<file path="src/crcacc_params.svh">
// Constants for the CRC-16 byte accumulator
`ifndef CRCACC_PARAMS_SVH
`define CRCACC_PARAMS_SVH
`define CRCACC_OFS_BYTE_INPUT 4'h0
`define CRCACC_OFS_RESULT 4'h4
`define CRCACC_OFS_STATUS 4'h8
`define CRCACC_POLY_REFLECTED 16'h8408
`define CRCACC_BYTE_RESET 8'h00
`define CRCACC_RESULT_RESET 16'h0000
`define CRCACC_RESP_OKAY 2'b00
`define CRCACC_RESP_SLVERR 2'b10
`define CRCACC_FIFO_DEPTH 32
`endif

</file>
<file path="src/crcacc_pkg.sv">
// Types for the CRC-16 byte accumulator
`default_nettype none
package crcacc_pkg;
  typedef enum logic [1:0] {CRCACC_IDLE, CRCACC_RESP} crcacc_bus_state_t;
endpackage
`default_nettype wire

</file>
<file path="src/crcacc_top.sv">
// CRC-16 byte accumulator with an AXI4-Lite register slave
// Notes on behaviour
// - CRC-16 with polynomial x16+x12+x5+1
// - Messages of any length, whole bytes
// - Each byte write folds into remainder
// - Byte input register 8 bits, resets 00H
// - Result register 16 bits, resets 0000H
// - Remainder of reversed message times x16
// - Bits LSB first, result reflected order
// - Feeding received code leaves 0000H
`include "crcacc_params.svh"
`default_nettype none
module crcacc_top #(
  parameter int FIFO_DEPTH = `CRCACC_FIFO_DEPTH
) (
  // Clock and reset
  input wire logic clock,
  input wire logic reset,
  // Write address channel
  input wire logic [3:0] s_axi_awaddr,
  input wire logic s_axi_awvalid,
  output logic s_axi_awready,
  // Write data channel
  input wire logic [31:0] s_axi_wdata,
  input wire logic [3:0] s_axi_wstrb,
  input wire logic s_axi_wvalid,
  output logic s_axi_wready,
  // Write response channel
  output logic [1:0] s_axi_bresp,
  output logic s_axi_bvalid,
  input wire logic s_axi_bready,
  // Read address channel
  input wire logic [3:0] s_axi_araddr,
  input wire logic s_axi_arvalid,
  output logic s_axi_arready,
  // Read data channel
  output logic [31:0] s_axi_rdata,
  output logic [1:0] s_axi_rresp,
  output logic s_axi_rvalid,
  input wire logic s_axi_rready
);
  import crcacc_pkg::*;

  // One reflected CRC-CCITT step per byte, LSB first
  function automatic logic [15:0] crcStep(input logic [15:0] crc, input logic [7:0] data);
    logic [15:0] c;
    c = crc;
    for (int i = 0; i < 8; i++)
    begin
      if (c[0] ^ data[i])
      begin
        c = (c >> 1) ^ `CRCACC_POLY_REFLECTED;
      end
      else
      begin
        c = c >> 1;
      end
    end
    return c;
  endfunction

  // Registers sit on word boundaries; the two low address bits are ignored
  function automatic logic [3:0] wordAddr(input logic [3:0] addr);
    return {addr[3:2], 2'b00};
  endfunction

  logic [7:0] byteInput_q;
  logic [15:0] result_q;
  // Write and read sides keep separate handshake states
  crcacc_bus_state_t wrState_q;
  crcacc_bus_state_t rdState_q;
  // Write beats parked until the address and data pair is complete
  logic awHeld_q;
  logic wHeld_q;
  logic [3:0] awAddr_q;
  logic [31:0] wData_q;
  logic [3:0] wStrb_q;
  // Queue between the register bus and the fold engine
  logic fifoInValid;
  logic fifoInReady;
  logic fifoOutValid;
  logic [7:0] fifoOutData;
  logic wrGo;
  logic hitByte;
  logic hitResult;
  logic byteOk;
  logic resultOk;
  logic busy;

  // A write goes ahead once both its address and its data are held
  assign wrGo = (wrState_q == CRCACC_IDLE) && awHeld_q && wHeld_q;
  assign hitByte = (awAddr_q == `CRCACC_OFS_BYTE_INPUT);
  assign hitResult = (awAddr_q == `CRCACC_OFS_RESULT);
  // Byte write needs lane 0; result write needs both low lanes
  assign byteOk = hitByte && wStrb_q[0];
  assign resultOk = hitResult && (wStrb_q[1:0] == 2'b11);
  assign fifoInValid = wrGo && byteOk;
  // Bytes queued or being folded hold off reads and seeds
  assign busy = fifoOutValid;

  // Writes stall while the FIFO is full or the engine still owes bytes to a seed
  logic wrStall;
  assign wrStall = (byteOk && !fifoInReady) || (resultOk && busy);

  // The engine drains a byte every cycle; the queue fills only if writes outpace it
  crcacc_fifo #(
    .WIDTH(8),
    .DEPTH(FIFO_DEPTH)
  ) u_fifo (
    .clock(clock),
    .reset(reset),
    .inValid(fifoInValid && !wrStall),
    .inReady(fifoInReady),
    .inData(wData_q[7:0]),
    .outValid(fifoOutValid),
    .outReady(1'b1),
    .outData(fifoOutData)
  );

  // Ready pulses on alternate cycles while a channel waits, so each beat is taken once
  always_ff @(posedge clock)
  begin
    if (reset)
    begin
      s_axi_awready <= 1'b0;
      s_axi_wready <= 1'b0;
    end
    else
    begin
      s_axi_awready <= !awHeld_q && !s_axi_awready && (wrState_q == CRCACC_IDLE);
      s_axi_wready <= !wHeld_q && !s_axi_wready && (wrState_q == CRCACC_IDLE);
    end
  end

  // Address and data captured in either order
  always_ff @(posedge clock)
  begin
    if (reset)
    begin
      awHeld_q <= 1'b0;
      wHeld_q <= 1'b0;
      awAddr_q <= '0;
      wData_q <= '0;
      wStrb_q <= '0;
    end
    else
    begin
      if (s_axi_awvalid && s_axi_awready)
      begin
        awHeld_q <= 1'b1;
        awAddr_q <= wordAddr(s_axi_awaddr);
      end
      else if (wrGo && !wrStall)
      begin
        awHeld_q <= 1'b0;
      end
      if (s_axi_wvalid && s_axi_wready)
      begin
        wHeld_q <= 1'b1;
        wData_q <= s_axi_wdata;
        wStrb_q <= s_axi_wstrb;
      end
      else if (wrGo && !wrStall)
      begin
        wHeld_q <= 1'b0;
      end
    end
  end

  // Write response
  always_ff @(posedge clock)
  begin
    if (reset)
    begin
      wrState_q <= CRCACC_IDLE;
      s_axi_bvalid <= 1'b0;
      s_axi_bresp <= `CRCACC_RESP_OKAY;
    end
    else
    begin
      // Unmapped words and short strobes answer SLVERR and store nothing
      case (wrState_q)
        CRCACC_IDLE:
        begin
          if (wrGo && !wrStall)
          begin
            wrState_q <= CRCACC_RESP;
            s_axi_bvalid <= 1'b1;
            s_axi_bresp <= (byteOk || resultOk) ? `CRCACC_RESP_OKAY : `CRCACC_RESP_SLVERR;
          end
        end
        CRCACC_RESP:
        begin
          if (s_axi_bready)
          begin
            wrState_q <= CRCACC_IDLE;
            s_axi_bvalid <= 1'b0;
          end
        end
        default:
        begin
          wrState_q <= CRCACC_IDLE;
          s_axi_bvalid <= 1'b0;
        end
      endcase
    end
  end

  // Byte input register keeps the last byte written
  always_ff @(posedge clock)
  begin
    if (reset)
    begin
      byteInput_q <= `CRCACC_BYTE_RESET;
    end
    else if (fifoInValid && !wrStall)
    begin
      byteInput_q <= wData_q[7:0];
    end
  end

  // Running remainder: seed write or one byte per cycle from the FIFO
  // A seed waits for an empty queue, so it never meets a fold in one cycle
  always_ff @(posedge clock)
  begin
    if (reset)
    begin
      result_q <= `CRCACC_RESULT_RESET;
    end
    else if (wrGo && !wrStall && resultOk)
    begin
      result_q <= wData_q[15:0];
    end
    else if (fifoOutValid)
    begin
      result_q <= crcStep(result_q, fifoOutData);
    end
  end

  // Read word decoded from the live address; an unmapped word answers zero with an error
  logic [31:0] rdWord;
  logic rdHit;
  always_comb
  begin
    rdWord = '0;
    rdHit = 1'b1;
    case (wordAddr(s_axi_araddr))
      `CRCACC_OFS_BYTE_INPUT: rdWord = {24'h00_0000, byteInput_q};
      `CRCACC_OFS_RESULT: rdWord = {16'h0000, result_q};
      `CRCACC_OFS_STATUS: rdWord = {31'h0000_0000, busy};
      default: rdHit = 1'b0;
    endcase
  end

  // Reads wait until every queued byte has been folded in
  always_ff @(posedge clock)
  begin
    if (reset)
    begin
      rdState_q <= CRCACC_IDLE;
      s_axi_arready <= 1'b0;
      s_axi_rvalid <= 1'b0;
      s_axi_rdata <= '0;
      s_axi_rresp <= `CRCACC_RESP_OKAY;
    end
    else
    begin
      case (rdState_q)
        CRCACC_IDLE:
        begin
          // Held off while a byte is entering or still queued, so the result is current
          s_axi_arready <= !s_axi_arready && !busy && !fifoInValid;
          if (s_axi_arvalid && s_axi_arready)
          begin
            rdState_q <= CRCACC_RESP;
            s_axi_arready <= 1'b0;
            s_axi_rvalid <= 1'b1;
            s_axi_rdata <= rdWord;
            s_axi_rresp <= rdHit ? `CRCACC_RESP_OKAY : `CRCACC_RESP_SLVERR;
          end
        end
        CRCACC_RESP:
        begin
          if (s_axi_rready)
          begin
            rdState_q <= CRCACC_IDLE;
            s_axi_rvalid <= 1'b0;
          end
        end
        default:
        begin
          rdState_q <= CRCACC_IDLE;
          s_axi_rvalid <= 1'b0;
        end
      endcase
    end
  end
endmodule
`default_nettype wire

</file>
<file path="src/crcacc_fifo.sv">
// Byte FIFO between the register bus and the CRC engine
`default_nettype none
module crcacc_fifo #(
  parameter int WIDTH = 8,
  parameter int DEPTH = 32
) (
  // Clock and reset
  input wire logic clock,
  input wire logic reset,
  // Fill side
  input wire logic inValid,
  output logic inReady,
  input wire logic [WIDTH-1:0] inData,
  // Drain side
  output logic outValid,
  input wire logic outReady,
  output logic [WIDTH-1:0] outData
);
  localparam int AW = $clog2(DEPTH);
  logic [WIDTH-1:0] mem [DEPTH];
  logic [AW-1:0] wrPtr_q;
  logic [AW-1:0] rdPtr_q;
  logic [AW:0] count_q;
  logic outValid_q;
  logic [WIDTH-1:0] outData_q;
  logic [AW:0] memCount;
  logic push;
  logic pop;
  logic regFree;
  logic memPop;
  logic bypass;
  // The count covers the output register as well as the words left in memory
  assign memCount = count_q - {{AW{1'b0}}, outValid_q};
  assign inReady = (count_q != (AW + 1)'(DEPTH));
  assign outValid = outValid_q;
  assign outData = outData_q;
  assign push = inValid && inReady;
  assign pop = outValid_q && outReady;
  // The output register reloads whenever it is empty or being drained
  assign regFree = !outValid_q || pop;
  assign memPop = regFree && (memCount != '0);
  // With nothing queued a new word skips the memory, keeping a one-cycle latency
  assign bypass = regFree && (memCount == '0) && push;
  always_ff @(posedge clock)
  begin
    if (push && !bypass)
    begin
      mem[wrPtr_q] <= inData;
    end
  end
  // Read data leave the memory through a register
  always_ff @(posedge clock)
  begin
    if (memPop)
    begin
      outData_q <= mem[rdPtr_q];
    end
    else if (bypass)
    begin
      outData_q <= inData;
    end
  end
  always_ff @(posedge clock)
  begin
    if (reset)
    begin
      wrPtr_q <= '0;
      rdPtr_q <= '0;
      count_q <= '0;
      outValid_q <= 1'b0;
    end
    else
    begin
      if (push && !bypass)
      begin
        wrPtr_q <= (wrPtr_q == AW'(DEPTH - 1)) ? '0 : wrPtr_q + 1'b1;
      end
      if (memPop)
      begin
        rdPtr_q <= (rdPtr_q == AW'(DEPTH - 1)) ? '0 : rdPtr_q + 1'b1;
      end
      if (regFree)
      begin
        outValid_q <= memPop || push;
      end
      if (push && !pop)
      begin
        count_q <= count_q + 1'b1;
      end
      else if (pop && !push)
      begin
        count_q <= count_q - 1'b1;
      end
    end
  end
endmodule
`default_nettype wire

</file>
<file path="config.mk">
export PLATFORM = sky130hd
export DESIGN_NAME = crcacc_top
export DESIGN_NICKNAME = d
export VERILOG_FILES = /design/src/crcacc_pkg.sv /design/src/crcacc_top.sv /design/src/crcacc_fifo.sv
export VERILOG_INCLUDE_DIRS = /design/src /design/src/src
export SDC_FILE = /design/constraint.sdc
export NUM_CORES = 1
export LEC_CHECK = 0
export ABC_AREA = 0
export BUFFER_PORTS_ARGS = -buffer_cell sky130_fd_sc_hd__buf_4
export CAP_MARGIN = 0
export CORE_AREA = 2 2 223 225
export DETAILED_ROUTE_END_ITERATION = 12
export DIE_AREA = 0 0 225 227
export PLACE_DENSITY = 0.52
export SYNTH_ARGS = -nofsm -noshare
export SYNTH_HDL_FRONTEND = slang
export SYNTH_SLANG_ARGS = --single-unit
</file>
<file path="constraint.sdc">
create_clock -name clock -period 4.21 [get_ports clock]
set_input_delay 0.421 -clock clock [delete_from_list [all_inputs] [get_ports clock]]
set_output_delay 0.421 -clock clock [all_outputs]
set_load 0.03 [all_outputs]
</file>
## After elaboration in Yosys (flattened, before gate mapping)

Memories as Yosys holds them, arrays and structs flattened. A register that Yosys moved wholly into a read port is not among the register bits.
Index checks and enable logic that the tools add are counted.

- Flip-flop bits (word level): 116
- Bits in latches: 0
- RAM bits: 256
- ROM bits: 0
- Input bits: 51
- Output and inout port bits: 41
- Word-level logic and storage cells: 172
- Memories kept: 1

Memory list:

| memory | words | width | rd ports | clocked after memory_dff | write ports | RTL line | source |
|---|---|---|---|---|---|---|---|
| u_fifo.mem | 32 | 8 | 1 | 1 | 1 | crcacc_fifo.sv:20 | `logic [WIDTH-1:0] mem [DEPTH];` |

- Add/subtract/negate cells: 5
- Multiply operators: 0
- Div/mod/pow operators: 0
- Order comparisons: 0
- Equal/unequal tests: 13
- Shift-type cells: 0
- Multiplexer cells: 61
- Bitwise operators: 16
- Reduce and logical (&&, ||, !) cells: 54

Operator list:

| operator | number |
|---|---|
| $mux 16 | 31 |
| $pmux 16 s3 | 1 |
| $logic_and 1x1->1 | 24 |
| $not 2->3 | 8 |
| $mux 5 | 4 |
| $mux 8 | 2 |
| $mux 2 | 6 |
| $mux 6 | 2 |
| $logic_not 1->1 | 11 |
| $mux 1 | 11 |
| $add 5x1->5 const B | 2 |
| $eq 5x5->1 const B | 2 |
| $reduce_bool 2->1 | 5 |
| $eq 2x1->1 const B | 4 |
| $pmux 2 s2 | 2 |
| $reduce_and 2->1 | 4 |
| $xor 1x1->1 | 8 |
| $add 6x1->6 const B | 1 |
| $logic_not 2->1 | 3 |
| $logic_not 6->1 | 1 |
| $ne 2x2->1 const B | 3 |
| $ne 6x6->1 const B | 1 |
| $reduce_bool 6->1 | 1 |
| $sub 6x1->6 | 1 |
| 7 further kinds | 11 |

## Longest topological paths before layout

Gate-level depths: netlist (run 1).

- Depth after elaboration: 43
- Depth in mapped cells: 11
- Depth with buffers taken out: 10

## Modules after synthesis

A second synthesis (run 1) with hierarchy kept.

- Cells, all modules: 970
- Area, all modules: 14,500.2 um^2

By module, submodules not included:

| module | times used | cells each | area each (um^2) | seq. area each (um^2) |
|---|---|---|---|---|
| crcacc_fifo | 1 | 622 | 11,421.0 | 8,368.0 |
| crcacc_top | 1 | 348 | 3,079.2 | 1,381.3 |

## Worst setup path before layout (run 1)

Ideal clock, no wire load.

- Kind: reg-to-reg
- From: register, netlist name s_axi_bvalid
- To: register u_fifo.count_q[5]
- Library setup time: 121 ps
- Arrival: 2,901 ps
- Required time: 4,089 ps
- Slack: 1,188 ps
- Cell stages (with the launch flop): 12
- Path buffers: 1
- Period minus slack after synthesis: 3,022 ps
- Cell sequence: dfxtp_1 > nand3b_1 > a211oi_4 > buf_2 > ha_1 > inv_1 > ha_1 > a21o_1 > a21oi_1 > o21ai_0 > o311ai_0 > mux2_2

RTL lines:

| element | RTL line | source |
|---|---|---|
| end signal: assignment | crcacc_fifo.sv:88 | `count_q <= count_q + 1'b1;` |
| end signal: assignment | crcacc_fifo.sv:92 | `count_q <= count_q - 1'b1;` |
| end: declaration | crcacc_fifo.sv:23 | `logic [AW:0] count_q;` |

## Worst setup path in the final report (run 1)

- From: register awAddr_q[2]
- To: memory u_fifo.mem[17][5], enable pin

- Word-level cells in the longest chain between the ends: 12
- Elaborated cells between the ends (all ways): 16
- Those cells by class: eq/ne: 1; mux: 2; reduce/logical: 13

RTL lines:

| element | RTL line | source |
|---|---|---|
| start: declaration | crcacc_top.sv:75 | `logic [3:0] awAddr_q;` |
| start signal: assignment | crcacc_top.sv:151 | `awAddr_q <= wordAddr(s_axi_awaddr);` |
| $logic_not 4->1 (no line) or $eq 2x1->1 (tied branches) | n/a |  |
| $logic_and 1x1->1, on equally long branches | crcacc_top.sv:95, crcacc_top.sv:96 |  |
| $logic_and 1x1->1 | crcacc_top.sv:103 | `assign wrStall = (byteOk && !fifoInReady) \|\| (resultOk && busy);` |
| $logic_or 1x1->1 | crcacc_top.sv:103 |  |
| $logic_not 1->1 | crcacc_top.sv:112 | `.inValid(fifoInValid && !wrStall),` |
| $logic_and 1x1->1 (*) | crcacc_top.sv:112 |  |
| $logic_and 1x1->1 (*) | crcacc_fifo.sv:37 | `assign push = inValid && inReady;` |
| $logic_and 1x1->1 | crcacc_fifo.sv:43 | `assign bypass = regFree && (memCount == '0) && push;` |
| $logic_not 1->1 | crcacc_fifo.sv:46 | `if (push && !bypass)` |
| $logic_and 1x1->1 (*) | crcacc_fifo.sv:46 |  |
| $mux 1 (*) | crcacc_fifo.sv:46 |  |
| $mux 1 (implied by the code) (*) | crcacc_fifo.sv:48 | `mem[wrPtr_q] <= inData;` |
| end: declaration | crcacc_fifo.sv:20 |  |

Every way passes the cells marked *; elsewhere a longest branch is shown, timed or not.

==> results of run 1 <==
[report_power, final]
part           switching (mW)  internal (mW)
combinational            1.34           1.06
sequential              0.209           3.95
clock                    1.28           1.90
total                    2.83           6.91
[worst max-delay path: cells and delay by family, from the launching register on]
kind	cells	cell delay, ns
AO/OA/AOI/OAI	1	0.20
buffers and inverters	1	0.28
flip-flops	1	0.34
AND/OR/NAND/NOR	4	2.01
[synthesized netlist by cell type, drive strengths merged (13+ instances only)]
library cell    n
edfxtp        264
mux2i         151
dfxtp          91
nand2          86
nor2           71
a21oi          68
buf            45
clkbuf         37
a221oi         32
a22o           32
xnor2          18
nand3          16
o22ai          16
a22oi          13
ha             13
[per-layer routing]
metal,vias up,global-route usage,part of all wire
met5,-,0,0
li1,4029,-,-
met3,49,0.0197,0.040
met1,4101,0.164,0.45
met2,170,0.217,0.49
met4,0,0.0466,0.025
[path summary, 6_finish.rpt]
| path | cells past startpoint | to | startpoint |
|---|---|---|---|
| setup reg to reg | 6 | u_fifo.mem[17][5] | awAddr_q[2] |
| setup / recovery | 6 | u_fifo.mem[17][5] | awAddr_q[2] |
| hold / removal | 3 | wStrb_q[1] | s_axi_wstrb[1] |
| hold reg to reg | 2 | s_axi_rresp[1] | s_axi_rresp[1] |
[cell type report]
| type | instances | area (sq um) |
|---|---|---|
| inverters | 8 | 30.0 |
| multi-input cells | 629 | 4390 |
| clock inverters | 12 | 77.6 |
| fillers | 4659 | 31800 |
| clock buffers | 56 | 1120 |
| flip-flops and latches | 355 | 9750 |
| well taps | 622 | 778 |
| repair buffers | 70 | 551 |
[state kept, by name (all words and copies together) (netlist names), 2 cells and up, named ones only]
name	cells
result_q	16
u_fifo.wrPtr_q	5
wStrb_q	2
byteInput_q	8
u_fifo.count_q	6
u_fifo.outData	8
awAddr_q	2
wData_q	16
u_fifo.mem	256
u_fifo.rdPtr_q	5
s_axi_rdata	16
[cells by family (layout without fill, tap and decap cells)]
group                      Yosys count  in the layout  synth area share
xor gates and xnor gates            27             27            0.0163
buffers and inverters               90            146            0.0311
muxes                              155            155             0.107
and+or+nand+nor                    229            229            0.0721
adders and majority gates           14             14            0.0126
AOI/OAI and AO/OA                  186            186            0.0882
DFF                                355            355             0.672
other                                1             18          0.000259
==> results.toml, run 1 <==
[run_status]
outcome = "completed"

[synthesis]
synth_top_area_cell = "edfxtp_1"
syn_area_sq_mm = 0.0145
ys_ff_latch = 355
synth_top_area_frac = 0.547
synth.distinct_cells = 50
postSynthAreaPerCell_sq_um = 13.7
synth_edf_count = 264
ys_top_cells_by_area = "edfxtp_1 55%, dfxtp_1 13%, mux2i_1 10%, a21oi_1 2.3%, nand2_1 2.2%"
async_flop_share = 0
yosysSeqAreaShare = 0.672
synth_ff_type = "edfxtp_1"
yosysWarnings = 0
synth_cells = 1057

[finish]
num_antenna_cells = 0
final_common_cell = "edfxtp_1"
layout-drive-gt1-share = 0.124
layout_common_cells = "264 x edfxtp_1, 151 x mux2i_1, 90 x dfxtp_1, 86 x nand2_1, 70 x nor2_1"
finish.instance_area_sq_mm = 0.0167
utilization = 0.344
area_growth_pct = 15.2
final_nets = 1167
final_cells = 1752

[power]
p_per_area_mw_per_mm2 = 583
power_mw = 9.75
power.leakage_nw = 5.65
vdd_drop_max_mv = 0.274

[clocking]
cts_max_path_buffers = 3
ctsHoldBuffers = 0
post_cts_buffers = 0
cts.reportedPaths.clkPinSlew_ns = 0.06
htreeDepth = 2
cts-resized-gates = 0
cts_sinks = 355
cts_tree = "built"
cts_made_buffers = 38
cts-root-buf = "clkbuf_16"
insertion_delay_ns = 0.53

[placed_design]
placed_cell_area_sq_mm = 0.0155
gp_congestion = 0.793
place_ws_ns = 1.01
io_buffers = 51
dp_hpwl_um = 19700
dp.cells = 1684

[timing]
fin_tns_setup_ns = 0
tightest_slew_ns = 0.948
skew_ns = 0.0159
fmax_ghz = 0.310
slew_violations = 0
setup_violations = 0
fin_hold_ws_ns = 0.145
period_minus_slack_ns = 3.22
timing.slew.headroom = 0.366
rsz0062_at_grt = "false"
post-route-period-util = 0.766
layout_setup_ws_ns = 0.987
hold_viol_final = 0

[global_routing]
grt.overflow.total = 0
grt_pass1_wl_um = 49300
grt_antenna_before_repair = 0
grt_max_degree = 88
grtUsageTotal = 0.127
grt_pass1_vias = 8173

[drt]
dr.first_iter.drc_count = 553
wl_per_cell_um = 18.6
route.detailed.drc = 0
dr_total_vias = 8349
ant_nets = 0
route.final.wire_length_um = 32600
drt_pass1_iterations = 5
vias_per_cell = 4.77

[die]
ios = 92
start_util = 0.299
core_area_sq_mm = 0.0485
die_width_um = 225
row_count = 81
dieArea_sq_mm = 0.0511
fp.dieH_um = 227

[setup_path]
required_ns = 4.35
cp.arrival_ns = 3.37
critical_path_class = "flop to flop"
r2r_setup_slack_ns = 0.99
slowest_stage = "nor2_1"
crit_chain = "or3b_1 -> a211oi_4 -> buf_4 -> nor2b_1 -> nand2_1 -> nor2_1"
slowest_delay_ns = 0.79
start_kind = "flop"
critPathCaptureType = "flop"
path_max_fanout = 12

[job]
cap_violations = 0

[hold_path]
hp-class = "input pin to flop"
Power figures use the tool's default switching activity.
==> run 2, diff against run 1 <==
Clock period 4.21 ns to 3.3 ns, I/O delays scaled along.
==> run 2 against run 1 <==
Register-to-register slack worse by 0.63 ns. Sequential power is 28% higher. Via count is 2.9% higher. Global-route usage is 0.44 points higher. Worst setup slack worse by 0.63 ns. Flip-flop and latch count stayed put. Cell area is 2.2% higher. Largest power group unchanged. Combinational power is 29% higher. First-iteration DRC count is 24% higher. Clock skew is 0.0019 ns higher. Critical path type unchanged. Clock power is 34% higher. Non-clock buffer count is 40 higher.
==> results.toml, run 2 (synthesized netlist as in run 1, its figures left out) <==
[run_status]
outcome = "completed"

[drt]
route.detailed.drc = 0
dr_total_vias = 8595
route.final.wire_length_um = 33300
wl_per_cell_um = 18.6
drt_pass1_iterations = 5
vias_per_cell = 4.79
dr.first_iter.drc_count = 686
ant_nets = 0

[finish]
utilization = 0.352
finish.instance_area_sq_mm = 0.0171
area_growth_pct = 17.7
final_nets = 1207
nFillCells = 4692
layout-drive-gt1-share = 0.158
seq_area_sq_mm = 0.00975
largest-register = "u_fifo.mem"
final_common_cell = "edfxtp_1"
num_antenna_cells = 0
final_cells = 1793
layout_common_cells = "264 x edfxtp_1, 151 x mux2i_1, 105 x buf_4, 90 x dfxtp_1, 86 x nand2_1"
largest_register_ffs = 256
multi_input_comb_area_sq_mm = 0.00438

[job]
cap_violations = 0

[power]
p_comb_frac = 0.245
switchingPower_mw = 3.67
power.leakage_nw = 5.89
p_per_area_mw_per_mm2 = 742
clkPwrFrac = 0.335
sw_frac_of_total = 0.290
vdd_drop_max_mv = 0.287
internal_power_mw = 8.99
power_frac_seq = 0.420
power_mw = 12.7

[global_routing]
grt_antenna_before_repair = 0
grt_pass1_wl_um = 51400
grtUsageTotal = 0.132
grt_max_degree = 88
grt_pass1_vias = 8458
grt.overflow.total = 0

[setup_path]
critical_path_class = "flop to flop"
start_kind = "flop"
cp.arrival_ns = 3.36
critPathMostFrequentCell = "ha_1"
r2r-start = "awAddr_q[2]"
critPathCaptureType = "flop"
slowest_stage = "or3b_1"
crit_chain = "or3b_1 -> a211oi_4 -> ha_1 -> inv_1 -> ha_1 -> nor2b_1 -> nand2_1 -> o311ai_0 -> mux2_2"
worstReg2RegEnd = "u_fifo.count_q[5]"
reg2regPathDepth = 9
slowest_delay_ns = 0.44
required_ns = 3.72
path_max_fanout = 6
r2r_setup_slack_ns = 0.36

[die]
ios = 92
fp.dieH_um = 227
die_width_um = 225
core_area_sq_mm = 0.0485
row_count = 81
dieArea_sq_mm = 0.0511
start_util = 0.299

[timing]
setup_violations = 0
fmax_ghz = 0.340
slew_violations = 0
post-route-period-util = 0.892
rsz0062_at_grt = "false"
period_minus_slack_ns = 2.94
hold_viol_final = 0
fin_tns_setup_ns = 0
timing.slew.headroom = 0.299
skew_ns = 0.0178
fin_hold_ws_ns = 0.0490
tightest_slew_ns = 1.05
layout_setup_ws_ns = 0.357

[hold_path]
hold_depth = 3
min_to = "wStrb_q[1]"
worstHoldStart = "s_axi_wstrb[1]"
hp-class = "input pin to flop"

[placed_design]
place_ws_ns = 0.371
dp.cells = 1724
dp_hpwl_um = 21600
placed_cell_area_sq_mm = 0.0158
gp_congestion = 0.790
io_buffers = 51

[clocking]
cts.reportedPaths.clkPinSlew_ns = 0.06
cts_tree = "built"
ctsHoldBuffers = 0
post_cts_buffers = 0
cts-resized-gates = 0
htreeDepth = 2
insertion_delay_ns = 0.53
cts_max_path_buffers = 3
cts-root-buf = "clkbuf_16"
cts_made_buffers = 38
cts_sinks = 355
## run 2: critical path: cells and delay by family (launching register included)
| family | cells | cell delay, ns |
|---|---|---|
| adders and majority gates | 2 | 0.66 |
| DFF | 1 | 0.35 |
| muxes | 1 | 0.37 |
| and+or+nand+nor | 3 | 0.72 |
| buffers and inverters | 1 | 0.16 |
| AOI/OAI and AO/OA | 2 | 0.56 |
## run 2: worst max path at each step
stage,start,endpoint,slack (ns),depth (start not counted)
after floorplan,s_axi_bvalid,u_fifo.count_q[5],0.28,11
after global placement,awAddr_q[2],u_fifo.count_q[5],0.38,10
after detailed placement,awAddr_q[2],u_fifo.count_q[5],0.37,9
after CTS,awAddr_q[2],u_fifo.count_q[5],0.35,9
after global routing,awAddr_q[2],u_fifo.count_q[5],0.14,9
final,awAddr_q[2],u_fifo.count_q[5],0.36,9
## run 2: cell type report
class | instances | share of cell area
flip-flops and latches | 355 | 0.571
clock inverters | 17 | 0.0109
inverters | 8 | 0.00176
clock buffers | 52 | 0.0618
well taps | 622 | 0.0456
multi-input cells | 629 | 0.256
repair buffers | 110 | 0.0520
## run 2: per-layer routing
layer | share of wire | global-route usage | routed length [um] | vias up
met5 | 0 | 0 | 0 | -
met4 | 0.026 | 0.0423 | 879 | 0
met3 | 0.038 | 0.0188 | 1250 | 56
met2 | 0.48 | 0.222 | 16000 | 198
met1 | 0.45 | 0.175 | 15100 | 4229
li1 | - | - | - | 4112
## run 2: power by group through the flow
stage | clock network (mW) | logic [mW] | registers, mW
4_1_cts | 4.36 | 3.14 | 5.32
3_3_place_gp | 0 | 3.12 | 5.41
6_report | 4.25 | 3.10 | 5.31
2_1_floorplan | 0 | 2.41 | 5.30
3_5_place_dp | 0 | 3.13 | 5.41
5_1_grt | 4.54 | 3.40 | 5.35
